## config.mk

```make
export PLATFORM = sky130hd
export DESIGN_NAME = schp_host_port
export DESIGN_NICKNAME = d
export VERILOG_FILES = /design/src/rtl/schp_pkg.sv /design/src/rtl/schp_sync.sv /design/src/rtl/schp_host_port.sv
export SDC_FILE = /design/constraint.sdc
export NUM_CORES = 1
export LEC_CHECK = 0
export BUFFER_PORTS_ARGS = -buffer_cell sky130_fd_sc_hd__buf_2
export CELL_PAD_IN_SITES_DETAIL_PLACEMENT = 0
export CELL_PAD_IN_SITES_GLOBAL_PLACEMENT = 1
export CORE_MARGIN = 2
export CORE_UTILIZATION = 37
export DETAILED_ROUTE_END_ITERATION = 6
export GPL_TIMING_DRIVEN = 0
export PLACE_DENSITY = 0.84
export SYNTH_ARGS = -nofsm -noshare
export SYNTH_HDL_FRONTEND = slang
export SYNTH_HIERARCHICAL = 1
export SYNTH_SLANG_ARGS = --single-unit
```

## constraint.sdc

```tcl
create_clock -name mclk_i -period 1.6 [get_ports mclk_i]
set_input_delay 0.24 -clock mclk_i [delete_from_list [all_inputs] [get_ports mclk_i]]
set_output_delay 0.24 -clock mclk_i [all_outputs]
set_load 0.01 [all_outputs]
```

## src/rtl/schp_pkg.sv

```systemverilog
// Shared types and constants for the storage card host port.
// Assumes a single 40 MHz clock domain with a synchronous reset.
`default_nettype none

package schp_pkg;

	localparam int ADDR_W = 11;
	localparam int DATA_W = 16;
	localparam int BYTE_W = 8;
	localparam int SYNC_STAGES = 2;

	// Task file register that carries the drive select bit
	localparam logic [2:0] TF_DEV_HEAD = 3'h6;
	localparam int DEV_BIT = 4;
	localparam int TF_SEL_W = 3;

	// Cycles after reset release before the role pin is trusted
	localparam logic [1:0] ROLE_CAP_CYCLES = 2'h2;

	// Byte lanes: bit 0 is D[7:0] (even byte), bit 1 is D[15:8] (odd)
	localparam logic [1:0] LANE_NONE = 2'h0;
	localparam logic [1:0] LANE_LO = 2'h1;
	localparam logic [1:0] LANE_HI = 2'h2;
	localparam logic [1:0] LANE_BOTH = 2'h3;

	typedef enum logic [1:0] {
		SCHP_MEMORY,
		SCHP_IO,
		SCHP_ATA
	} schp_mode_t;

	// Host driven pins, all strobes active low
	typedef struct packed {
		logic cs0_n;
		logic cs1_n;
		logic ce1_n;
		logic ce2_n;
		logic oe_n;
		logic we_n;
		logic iord_n;
		logic iowr_n;
		logic dmack_n;
		logic reg_n;
		logic [ADDR_W-1:0] addr;
	} schp_pins_t;

	localparam int PINS_W = $bits(schp_pins_t);
	localparam logic [PINS_W-1:0] PINS_IDLE = 21'h1FF800;

	// One access handed to the card core
	typedef struct packed {
		logic valid;
		logic write;
		logic taskfile;
		logic dma;
		logic [ADDR_W-1:0] addr;
		logic [1:0] lanes;
		logic [DATA_W-1:0] data;
	} schp_acc_t;

endpackage : schp_pkg

`default_nettype wire

```

## src/rtl/schp_sync.sv

```systemverilog
// Two flip-flop synchroniser for a vector of pin inputs.
// Assumes every bit is an independent level from outside the clock domain.
`default_nettype none

module schp_sync #(
	parameter int WIDTH = 1,
	parameter logic [WIDTH-1:0] RST_VAL = '0
) (
	input wire logic mclk_i,
	input wire logic srst_i,
	input wire logic [WIDTH-1:0] async_i,
	output logic [WIDTH-1:0] sync_o
);
	logic [WIDTH-1:0] meta_q;
	logic [WIDTH-1:0] sync_q;

	// First stage feeds only the second stage
	always_ff @(posedge mclk_i) begin
		if (srst_i) begin
			meta_q <= RST_VAL;
			sync_q <= RST_VAL;
		end else begin
			meta_q <= async_i;
			sync_q <= meta_q;
		end
	end

	assign sync_o = sync_q;

endmodule : schp_sync

`default_nettype wire

```

## src/rtl/schp_host_port.sv

```systemverilog
// Host facing pin logic of a removable flash storage card.
// Assumes the card core supplies the mode, read data and DMA readiness.
`default_nettype none

module schp_host_port (
	input wire logic mclk_i,
	input wire logic srst_i,
	input wire schp_pkg::schp_mode_t mode_i,
	input wire schp_pkg::schp_pins_t pins_i,
	input wire logic drive_role_select_n_i,
	input wire logic [schp_pkg::DATA_W-1:0] data_i,
	input wire logic [schp_pkg::DATA_W-1:0] rd_data_i,
	input wire logic dma_pending_i,
	output schp_pkg::schp_acc_t acc_o,
	output logic [schp_pkg::DATA_W-1:0] data_o,
	output logic [1:0] data_oe_o,
	output logic io_read_acknowledge_n_o,
	output logic dmarq_o,
	output logic dmarq_oe_o,
	output logic role_slave_o
);
	import schp_pkg::*;

	localparam int SYNC_W = PINS_W + DATA_W + 1;

	typedef enum logic [1:0] {
		DMA_IDLE,
		DMA_REQ,
		DMA_ACKED
	} schp_dma_t;

	// Byte lanes for a card enable pair in memory and io modes
	function automatic logic [1:0] card_lanes(input logic ce1_n,
		input logic ce2_n, input logic a0);
		logic [1:0] l;
		l = LANE_NONE;
		if (!ce1_n && !ce2_n) begin
			l = LANE_BOTH;
		end else if (!ce2_n) begin
			l = LANE_HI;
		end else if (!ce1_n) begin
			l = LANE_LO;
		end
		return l;
	endfunction : card_lanes

	schp_pins_t p;
	logic [DATA_W-1:0] s_data;
	logic s_role_n;

	schp_sync #(
		.WIDTH(SYNC_W),
		.RST_VAL({PINS_IDLE, {DATA_W{1'b0}}, 1'b1})
	) u_sync (
		.mclk_i(mclk_i),
		.srst_i(srst_i),
		.async_i({pins_i, data_i, drive_role_select_n_i}),
		.sync_o({p, s_data, s_role_n})
	);

	logic ata;
	logic tf_sel;
	logic dma_cyc;
	logic card_sel;
	logic rd_act;
	logic wr_act;
	logic [1:0] lanes;

	// DMA cycles need no chip select
	always_comb begin
		ata = (mode_i == SCHP_ATA);
		dma_cyc = ata && !p.dmack_n;
		tf_sel = ata && p.dmack_n && (!p.cs0_n || !p.cs1_n);
		card_sel = !ata && (!p.ce1_n || !p.ce2_n);
		rd_act = 1'b0;
		wr_act = 1'b0;
		lanes = LANE_NONE;
		if (card_sel) begin
			lanes = card_lanes(p.ce1_n, p.ce2_n, p.addr[0]);
		end
		if (tf_sel) begin
			lanes = LANE_LO;
		end else if (dma_cyc) begin
			lanes = LANE_BOTH;
		end
		// io strobes unused in memory mode
		case (mode_i)
			SCHP_MEMORY: begin
				rd_act = card_sel && !p.oe_n;
				wr_act = card_sel && !p.we_n;
			end
			SCHP_IO: begin
				rd_act = card_sel && (!p.iord_n || !p.oe_n);
				wr_act = card_sel && (!p.iowr_n || !p.we_n);
			end
			SCHP_ATA: begin
				rd_act = (tf_sel || dma_cyc) && !p.iord_n;
				wr_act = (tf_sel || dma_cyc) && !p.iowr_n;
			end
			default: begin
				rd_act = 1'b0;
				wr_act = 1'b0;
			end
		endcase
	end

	// Access tracking
	logic rd_prev_q, rd_prev_d;
	logic wr_prev_q, wr_prev_d;
	schp_acc_t wr_info_q, wr_info_d;
	schp_acc_t acc_q, acc_d;
	logic [DATA_W-1:0] data_q, data_d;
	logic [1:0] data_oe_q, data_oe_d;
	logic ack_n_q, ack_n_d;
	logic dev_q, dev_d;

	always_comb begin
		rd_prev_d = rd_act;
		wr_prev_d = wr_act;
		wr_info_d = wr_info_q;
		acc_d = '0;
		dev_d = dev_q;
		// Write data is taken each strobe cycle, used at the trailing edge
		if (wr_act) begin
			wr_info_d.write = 1'b1;
			wr_info_d.taskfile = tf_sel;
			wr_info_d.dma = dma_cyc;
			wr_info_d.addr = tf_sel ?
				{{(ADDR_W-TF_SEL_W){1'b0}}, p.addr[TF_SEL_W-1:0]} : p.addr;
			wr_info_d.lanes = lanes;
			wr_info_d.data = s_data;
		end
		if (rd_act && !rd_prev_q) begin
			acc_d.valid = 1'b1;
			acc_d.taskfile = tf_sel;
			acc_d.dma = dma_cyc;
			acc_d.addr = tf_sel ?
				{{(ADDR_W-TF_SEL_W){1'b0}}, p.addr[TF_SEL_W-1:0]} : p.addr;
			acc_d.lanes = lanes;
		end else if (!wr_act && wr_prev_q) begin
			acc_d = wr_info_q;
			acc_d.valid = 1'b1;
			// Snoop the drive select bit of the device/head register
			if (wr_info_q.taskfile &&
				wr_info_q.addr[TF_SEL_W-1:0] == TF_DEV_HEAD) begin
				dev_d = wr_info_q.data[DEV_BIT];
			end
		end
		data_d = rd_data_i;
		data_oe_d = rd_act ? lanes : LANE_NONE;
		ack_n_d = !((mode_i == SCHP_IO) && rd_act && !p.iord_n);
	end

	always_ff @(posedge mclk_i) begin
		if (srst_i) begin
			rd_prev_q <= 1'b0;
			wr_prev_q <= 1'b0;
			wr_info_q <= '0;
			acc_q <= '0;
			data_q <= '0;
			data_oe_q <= LANE_NONE;
			ack_n_q <= 1'b1;
			dev_q <= 1'b0;
		end else begin
			rd_prev_q <= rd_prev_d;
			wr_prev_q <= wr_prev_d;
			wr_info_q <= wr_info_d;
			acc_q <= acc_d;
			data_q <= data_d;
			data_oe_q <= data_oe_d;
			ack_n_q <= ack_n_d;
			dev_q <= dev_d;
		end
	end

	// Role capture waits out the synchroniser so a reset value is never used
	logic [1:0] cap_cnt_q, cap_cnt_d;
	logic role_q, role_d;
	logic role_cap_q, role_cap_d;

	always_comb begin
		cap_cnt_d = cap_cnt_q;
		role_d = role_q;
		role_cap_d = role_cap_q;
		if (!role_cap_q) begin
			if (cap_cnt_q == ROLE_CAP_CYCLES) begin
				role_d = s_role_n;
				role_cap_d = 1'b1;
			end else begin
				cap_cnt_d = cap_cnt_q + 2'h1;
			end
		end
	end

	always_ff @(posedge mclk_i) begin
		if (srst_i) begin
			cap_cnt_q <= 2'h0;
			role_q <= 1'b0;
			role_cap_q <= 1'b0;
		end else begin
			cap_cnt_q <= cap_cnt_d;
			role_q <= role_d;
			role_cap_q <= role_cap_d;
		end
	end

	// DMA request handshake
	logic selected;
	schp_dma_t dma_q, dma_d;
	logic dmarq_q, dmarq_d;
	logic dmarq_oe_q, dmarq_oe_d;

	always_comb begin
		selected = ata && role_cap_q && (dev_q == role_q);
		dma_d = dma_q;
		dmarq_oe_d = selected;
		case (dma_q)
			// no request while the core has nothing pending
			DMA_IDLE: begin
				if (selected && dma_pending_i) begin
					dma_d = DMA_REQ;
				end
			end
			DMA_REQ: begin
				if (!p.dmack_n) begin
					dma_d = DMA_ACKED;
				end
			end
			// request held while data remains, back to request on release if data remains
			DMA_ACKED: begin
				if (p.dmack_n) begin
					dma_d = dma_pending_i && selected ? DMA_REQ : DMA_IDLE;
				end
			end
			default: begin
				dma_d = DMA_IDLE;
			end
		endcase
		dmarq_d = (dma_d == DMA_REQ) ||
			((dma_d == DMA_ACKED) && dma_pending_i);
	end

	always_ff @(posedge mclk_i) begin
		if (srst_i) begin
			dma_q <= DMA_IDLE;
			dmarq_q <= 1'b0;
			dmarq_oe_q <= 1'b0;
		end else begin
			dma_q <= dma_d;
			dmarq_q <= dmarq_d;
			dmarq_oe_q <= dmarq_oe_d;
		end
	end

	assign acc_o = acc_q;
	assign data_o = data_q;
	assign data_oe_o = data_oe_q;
	assign io_read_acknowledge_n_o = ack_n_q;
	assign dmarq_o = dmarq_q;
	assign dmarq_oe_o = dmarq_oe_q;
	assign role_slave_o = role_q;
endmodule : schp_host_port

`default_nettype wire

```

==> Yosys cells after proc, flatten, opt, wreduce, memory -nomap -nowiden <==
Index checks and enable logic that the tools add are counted.
{ "totals": {"out_inout_bits": 55, "inputBits": 59, "ff_bits": 171} }
{ "classes": {"n_eq_ne": 9, "mux": 19, "n_reduce_logical": 46, "addsub": 1, "bitwise": 5} }
{ "op_table": {"columns": ["cell", "count"], "rows": [
  ["33-bit 2-to-1 mux", 1],
  ["1-bit logical AND", 20],
  ["2-bit 2-to-1 mux", 8],
  ["15-bit 2-to-1 mux", 1],
  ["1-bit zero test", 13],
  ["11-bit 2-to-1 mux", 1],
  ["2-bit == test, second input constant", 4],
  ["2-bit by 1-bit == test with 1-bit output, second input constant", 3],
  ["1-bit logical OR", 6],
  ["1-bit one-hot mux with 3 select lines", 2],
  ["2-bit one-hot mux with 3 select lines", 1],
  ["1-bit 2-to-1 mux", 5],
  ["1-bit NOT", 5],
  ["2-bit zero test", 2],
  ["2-bit AND reduction", 2],
  ["3-bit == test, second input constant", 1],
  ["3-bit AND reduction", 1],
  ["3-bit OR reduction", 1],
  ["2-bit by 1-bit adder with 2-bit output, second input constant", 1],
  ["2-bit OR reduction", 1],
  ["1-bit == test", 1]
]} }

==> Depth between registers and ports, before layout <==
Gate-level depths: netlist of the first run.
{ "depth": {"ltp_word": 10, "mapped_depth": 7} }

==> Cells and area by module <==
Netlist of the first run, hierarchy kept.
{ "by_module_without_submodules": {"columns": ["module", "n_inst", "seq_area_each_um2", "cells_each", "area_per_inst_um2"], "rows": [
  ["schp_host_port", 1, 1901.8, 320, 3194.3],
  ["schp_sync", 1, 1521.5, 160, 2062.0]
]} }

==> Worst setup path before layout of the first run <==
Ideal clock, no wire load.
{ "synth_path": {"kind": "register -> register", "from": "register u_sync.sync_q[29], in the netlist u_sync/sync_o[29]", "to": "register acc_q (netlist bit acc_o[26])", "path_slack_ns": -0.010, "t_required_ns": 1.483, "path_buffers": 1, "path_stages_with_launch": 7, "synth_period_minus_slack_ns": 1.610, "arrival_ns": 1.492, "setup_ns": 0.117, "cell_sequence": "dfxtp_1 and3_4 or3_4 a21oi_4 nor4b_4 clkbuf_2 a32o_1"} }
{ "synth_via": {"elab_chain_len": 9, "word_cells_on_any_way": 15, "classes_between": "mux: 5; reduce/logical: 10"} }
{ "synth_lines": {"columns": ["item", "line", "source"], "rows": [
  ["start: declaration", "schp_sync.sv:15", "logic [WIDTH-1:0] sync_q;"],
  ["start signal: assignment", "schp_sync.sv:24", "sync_q <= meta_q;"],
  ["1-bit logical AND or 1-bit zero test (tied branches)", null, null],
  ["1-bit logical AND, on equally long branches", "schp_host_port.sv:73, schp_host_port.sv:72", null],
  ["1-bit logical OR", "schp_host_port.sv:97, schp_host_port.sv:98", null],
  ["1-bit logical AND", "schp_host_port.sv:98", "wr_act = (tf_sel || dma_cyc) && !p.iowr_n;"],
  ["1-bit one-hot mux with 3 select lines", "schp_host_port.sv:87", "case (mode_i)"],
  ["1-bit zero test", "schp_host_port.sv:140", "end else if (!wr_act && wr_prev_q) begin"],
  ["1-bit logical AND", "schp_host_port.sv:140", null],
  ["33-bit 2-to-1 mux", "schp_host_port.sv:140", null],
  ["15-bit 2-to-1 mux *", "schp_host_port.sv:133", "if (rd_act && !rd_prev_q) begin"],
  ["end signal: assignment", "schp_host_port.sv:159", "acc_q <= '0;"],
  ["end signal: assignment", "schp_host_port.sv:168", "acc_q <= acc_d;"],
  ["end: declaration", "schp_host_port.sv:111", "schp_acc_t acc_q, acc_d;"]
]} }
Mark *: on every way between the ends. The rest lies on a longest branch, timed or not.
A chain may end at the register's enable or synchronous reset.

==> Worst setup path after layout of the first run <==
{ "layout_path": {"from": "register u_sync.sync_q[36], in the netlist u_sync/sync_o[36]", "to": "register acc_q (netlist bit acc_o[25])"} }
{ "layout_via": {"elab_chain_len": 10, "word_cells_on_any_way": 14, "classes_between": "mux: 5; reduce/logical: 9"} }
{ "layout_lines": {"columns": ["item", "line", "source"], "rows": [
  ["1-bit zero test *", "schp_host_port.sv:73", "tf_sel = ata && p.dmack_n && (!p.cs0_n || !p.cs1_n);"],
  ["1-bit logical OR *", "schp_host_port.sv:73", null],
  ["1-bit logical AND *", "schp_host_port.sv:73", null],
  ["1-bit logical OR", "schp_host_port.sv:97, schp_host_port.sv:98", null],
  ["1-bit logical AND", "schp_host_port.sv:98", null],
  ["1-bit one-hot mux with 3 select lines", "schp_host_port.sv:87", null],
  ["1-bit zero test", "schp_host_port.sv:140", null],
  ["1-bit logical AND", "schp_host_port.sv:140", null],
  ["33-bit 2-to-1 mux", "schp_host_port.sv:140", null],
  ["15-bit 2-to-1 mux *", "schp_host_port.sv:133", null]
]} }
Marks and branches as above.

==> results.txt, run 1 <==
outcome: finished with violations
failing checks: negative setup slack
PwrDens: 1290 nW/um^2
Die Y: 123 um
vias in the first global route: 3620
pins over their slew limit: 0
post-synthesis cell count: 476
worst hold start: pins_i[20]
routed vias: 3619
Worst VDD drop: 0.786 mV
GPL Wtd Cong: 0.793
Worst R2R Path Depth: 6
global-route wire length before repair: 16700 um
Slowest cell on crit path: or3_4
CP delay by family, top: simple AND/OR/NAND/NOR gates
crit path cell chain: and3_4 -> or3_4 -> a21oi_4 -> nor4b_4 -> clkbuf_8 -> a32o_1
gr usage total: 14.7%
Worst Path Arrival: 2.04 ns
drt initial violations: 166
WL per Instance: 12.8 um
Fin Clk Skew: 0.00982 ns
fin area: 6790 um^2
DRC: 0
multi-input logic area: 1670 um^2
RSZ-0062 raised after global routing: true
input/output buffers: 111
Crit Path Category: reg -> reg
synth warn: 6
Syn Nets: 536
H-tree Lvls: 4
register area: 3390 um^2
Syn Area/Cell: 10.9 um^2
Setup WS post-layout: -0.133 ns
fillers: 1237
Reg-to-Reg End: acc_o[25]
final net count: 685
CP startpoint kind: flop
worst hold stages: 2
worst skew pair latency: 0.42 ns
Clock transition at path regs: 0.06 ns
IO Pins: 114
Final period util: 108%
Post-DP HPWL: 7440 um
die width: 123 um
FMAX: 0.577 GHz
Tightest Pin Transition: 0.518 ns
CTS tree: done
Critical Path Max Stage Delay: 0.42 ns
Placement Rows: 43
largest net degree at the start of global routing: 17
initial antenna violation count: 0
relative slew slack: 65.3%
r2r setup slk: -0.13 ns
die area: 15000 um^2
post-layout util: 49.1%
proportion of layout cells with a drive suffix above 1: 30.6%
# diodes: 0
worst r2r src: u_sync/sync_o[36]
Leak: 2.88 nW
hold_ws: 0.00590 ns
Pre-Repair DR Iteration Count: 4
GRT overflow: 0
CTS Buffer Depth: 2
Worst EP required: 1.91 ns
HP Class: in -> reg
antenna viol nets, final: 0
Starting Density: 37.6%
DP Area: 5990 um^2
total core area: 13800 um^2
CTS root buf: clkbuf_16
min cycle time layout: 1.73 ns
CTS buffer count: 17
Crit path buffers/inverters: 1
area delta synth->final: 30.6%
drt total wl: 10500 um
netlist area before placement: 5200 um^2
CP Capture Type: flop
final number of hold-violating endpoints: 0
MaxCap Viol Count: 0
DR vias/cell: 4.42
# setup viols final: 34
CP Max Fanout: 6
Clock Sinks: 169
Hold EP: u_sync/meta_q[37]
-- worst reg2reg max path: stages (launching register included) --
cell      delay [ns]
dfxtp_2         0.32
and3_4          0.17
or3_4           0.42
a21oi_4         0.21
nor4b_4         0.11
clkbuf_8        0.18
a32o_1          0.22
-- what timing repair did --
item,4_1_cts,5_1_grt
hold buffers,9,0
hold endpoints to repair,9,0
resized for setup,22,9
buffers inserted,6,3
cloned,2,0
pin swaps,16,6
endpoints found under the setup margin,65,62
-- layer usage --
metal | part of all wire, % | GRT usage [%] | wire length [um]
met4 | 2.5 | 8.05 | 263
met3 | 6.2 | 4.28 | 650
met2 | 50 | 25.5 | 5210
met1 | 42 | 16.3 | 4370
met5 | 0 | 0 | 0
-- sequential cells by signal, indices dropped and copies added, names as in the netlist, 2 cells and up --
| name | count |
|---|---|
| data_oe_o | 2 |
| dma_q | 2 |
| cap_cnt_q | 2 |
| data_o | 16 |
| wr_info_q | 32 |
| u_sync/sync_o | 37 |
| u_sync/meta_q | 37 |
| acc_o | 33 |
-- metrics by stage --
step | cells | TNS [ns] | setup slack (ns) | total power, mW
CTS | 815 | -2.38 | -0.112 | 8.85
finish | 818 | -3.49 | -0.133 | 8.77
global placement | 767 | -11.25 | -0.230 | 4.95
floorplan | 476 | 0 | 0.00644 | 4.80
detailed placement | 767 | -13.48 | -0.252 | 4.97
global route | 818 | -4.82 | -0.181 | 9.11
-- power breakdown --
group | switching [mW] | internal [mW]
Clock | 1.59 | 2.27
Sequential | 0.0601 | 4.36
Combinational | 0.235 | 0.251
-- cells in the final DEF, fill, tap and decap left out, types with 3 or more instances in the layout --
master and n:
clkbuf_16 17, and2_1 17, o21ai_0 3, or2_1 20, buf_4 13, nand3b_1 3, nor2_1 12, nand2_1 54
inv_1 5, dlygate4sd3_1 9, a32o_1 7, nand2b_1 3, buf_2 117, nor3_1 3, nand3_1 8, a21oi_1 35
nor2b_1 76, clkinv_2 8, a22o_1 7, clkbuf_1 7, buf_6 7, dfxtp_2 3, dfxtp_1 165
-- final cells by class --
type / instances / share of cell area [%]
well taps: 180 / 3.31
clock inverters: 14 / 1.95
clock buffers: 18 / 6.32
flip-flops and latches: 169 / 49.9
multi-input cells: 275 / 24.5
repair buffers: 131 / 10.8
plain buffers: 26 / 2.95
inverters: 5 / 0.276
-- worst max path at each step --
stage                            from         to  depth (start not counted)
floorplan           u_sync/sync_o[29]  acc_o[26]                          6
global placement            mode_i[0]  acc_o[27]                          7
global route        u_sync/sync_o[30]  acc_o[27]                          6
detailed placement          mode_i[0]  acc_o[27]                          7
CTS                 u_sync/sync_o[36]  acc_o[28]                          6
finish              u_sync/sync_o[36]  acc_o[25]                          6
(Power assumes the default switching activity.)
==> inputs of run 2 (changes only) <==
--- a/config.mk
+++ b/config.mk
@@ -5,14 +5,15 @@
 export SDC_FILE = /design/constraint.sdc
 export NUM_CORES = 1
 export LEC_CHECK = 0
-export BUFFER_PORTS_ARGS = -buffer_cell sky130_fd_sc_hd__buf_2
 export CELL_PAD_IN_SITES_DETAIL_PLACEMENT = 0
 export CELL_PAD_IN_SITES_GLOBAL_PLACEMENT = 1
 export CORE_MARGIN = 2
-export CORE_UTILIZATION = 37
+export CORE_UTILIZATION = 43
 export DETAILED_ROUTE_END_ITERATION = 6
+export DONT_BUFFER_PORTS = 1
 export GPL_TIMING_DRIVEN = 0
-export PLACE_DENSITY = 0.84
+export PLACE_DENSITY = 0.83
+export SKIP_LAST_GASP = 1
 export SYNTH_ARGS = -nofsm -noshare
 export SYNTH_HDL_FRONTEND = slang
 export SYNTH_HIERARCHICAL = 1
==> run 2 against run 1 <==
Net effect:
- the flow still finishes with violations (negative setup slack)
- critical path depth is 1 higher
- sequential share of layout area is 0.083 points higher
- sequential cell count stayed put
- wire length is 0.43% lower
- clock skew is 0.0025 ns higher
- sequential power hardly changed
- cell count is 12% lower
- clock power is 13% higher
- first-iteration DRC count is 25% lower
- critical path type unchanged
- largest power group unchanged
==> results.txt, run 2 (synthesis results as in run 1) <==
pins over their slew limit: 0 (unchanged)
outcome: finished with violations (unchanged)
# setup viols final: 27 (was 34)
pre-CTS setup slack: -0.214 ns (was -0.252 ns)
r2r setup slk: -0.16 ns (was -0.13 ns)
area delta synth->final: 30.3% (was 30.6%)
setup TNS: -2.82 ns (was -3.49 ns)
CP Capture Type: flop (unchanged)
Starting Density: 43.7% (was 37.6%)
global-route wire length before repair: 16000 um (was 16700 um)
antenna viol nets, final: 0 (unchanged)
proportion of layout cells with a drive suffix above 1: 16.2% (was 30.6%)
DRC: 0 (unchanged)
final net count: 620 (was 685)
Placement Rows: 40 (was 43)
IO Pins: 114 (unchanged)
input/output buffers: 0 (was 111)
Final period util: 110% (was 108%)
CTS tree: done (unchanged)
leading cell type in the layout, fill and taps excluded: dfxtp_1 (unchanged)
HP Class: in -> reg (unchanged)
Leak: 2.63 nW (was 2.88 nW)
Worst VDD drop: 0.756 mV (was 0.786 mV)
Worst Path Arrival: 2.08 ns (was 2.04 ns)
post-layout util: 56.9% (was 49.1%)
GPL Wtd Cong: 0.804 (was 0.793)
drt initial violations: 125 (was 166)
final number of hold-violating endpoints: 0 (unchanged)
min cycle time layout: 1.76 ns (was 1.73 ns)
vias in the first global route: 3234 (was 3620)
hold_ws: 0.0262 ns (was 0.00590 ns)
Die Y: 114 um (was 123 um)
Clock Sinks: 169 (unchanged)
WL per Instance: 14.5 um (was 12.8 um)
failing checks: negative setup slack (unchanged)
worst skew pair latency: 0.43 ns (was 0.42 ns)
gr usage total: 16.6% (was 14.7%)
DR vias/cell: 4.69 (was 4.42)
most frequent cells in the layout: dfxtp_1 (165), nor2b_1 (77), nand2_1 (54), dlygate4sd3_1 (54), a21oi_1 (35) (was dfxtp_1 (165), buf_2 (117), nor2b_1 (76))
non-filler cells, final: 720 (was 818)
# diodes: 0 (unchanged)
fillers: 992 (was 1237)
Placed Cells: 623 (was 767)
CP startpoint kind: flop (unchanged)
worst hold stages: 2 (unchanged)
Clock transition at path regs: 0.06 ns (about the same)
relative slew slack: 63.0% (was 65.3%)
Pre-Repair DR Iteration Count: 4 (unchanged)
Setup WS post-layout: -0.165 ns (was -0.133 ns)
RSZ-0062 raised after global routing: true (unchanged)
initial antenna violation count: 0 (unchanged)
total core area: 11900 um^2 (was 13800 um^2)
die area: 13000 um^2 (was 15000 um^2)
CTS buffer count: 17 (unchanged)
Tightest Pin Transition: 0.555 ns (was 0.518 ns)
routed vias: 3379 (was 3619)
Post-DP HPWL: 6910 um (was 7440 um)
MaxCap Viol Count: 0 (unchanged)
PwrDens: 1370 nW/um^2 (was 1290 nW/um^2)
largest net degree at the start of global routing: 17 (unchanged)
Fin Clk Skew: 0.0123 ns (was 0.00982 ns)
drt total wl: 10500 um (about the same)
Crit Path Category: reg -> reg (unchanged)
Worst R2R Path Depth: 7 (was 6)
Worst EP required: 1.91 ns (about the same)
CTS root buf: clkbuf_16 (unchanged)
FMAX: 0.567 GHz (was 0.577 GHz)
H-tree Lvls: 4 (unchanged)
GRT overflow: 0 (unchanged)
multi-input logic area: 1680 um^2 (was 1670 um^2)
die width: 114 um (was 123 um)
CTS Buffer Depth: 2 (unchanged)
CP Max Fanout: 5 (was 6)
register area: 3390 um^2 (unchanged)
-- run 2: cell count changes in the layout (fill, tap and decap cells not counted), moves of 6 or more --
cell,delta
and2_4,+10
buf_2,-112
dlygate4sd3_1,+45
and2_1,-10
clkinv_2,-6
-- run 2: metal layers --
| metal | track usage (%) | vias to the layer above | wire, um |
|---|---|---|---|
| met5 | 0 | - | 0 |
| met4 | 8.05 | 0 | 226 |
| met3 | 6.75 | 24 | 599 |
| met2 | 26.8 | 103 | 5070 |
| met1 | 19.3 | 1550 | 4560 |
| li1 | - | 1702 | - |
-- run 2: cell type report --
class	instances	share of cell area, %
clock buffers	22	7.14
inverters	5	0.277
multi-input cells	275	24.8
repair buffers	67	9.83
well taps	147	2.71
plain buffers	25	2.86
flip-flops and latches	169	50.0
clock inverters	10	2.43
-- run 2: worst max-delay path: stages, from the launching register on --
cell,delay [ns]
dfxtp_2,0.32
and3_4,0.17
or3_4,0.40
a21oi_4,0.19
nor4b_4,0.08
buf_6,0.15
buf_8,0.12
a22o_1,0.23
-- run 2: worst paths after layout --
check               startpoint           endpoint
min              dma_pending_i            dmarq_o
max          u_sync/sync_o[36]          acc_o[30]
min reg2reg  u_sync/meta_q[32]  u_sync/sync_o[32]
max reg2reg  u_sync/sync_o[36]          acc_o[30]
-- run 2: stage by stage --
step	instance area, um^2	total power [mW]
global placement	5390	4.87
CTS	6670	9.36
detailed placement	5390	4.89
global route	6780	9.62
floorplan	5200	4.80
finish	6780	9.27
-- run 2: repair_timing --
item	4_1_cts	5_1_grt
hold endpoints to repair	54	0
cloned	1	2
endpoints found under the setup margin	66	46
buffers inserted	6	5
gates resized for setup	19	22
pin swaps	13	17
hold buffers	54	0
-- run 2: power by group --
| group | leakage [nW] | switching [mW] | internal (mW) |
|---|---|---|---|
| clock | 0.320 | 1.57 | 2.78 |
| sequential | 1.38 | 0.0815 | 4.37 |
| combinational | 0.923 | 0.205 | 0.256 |
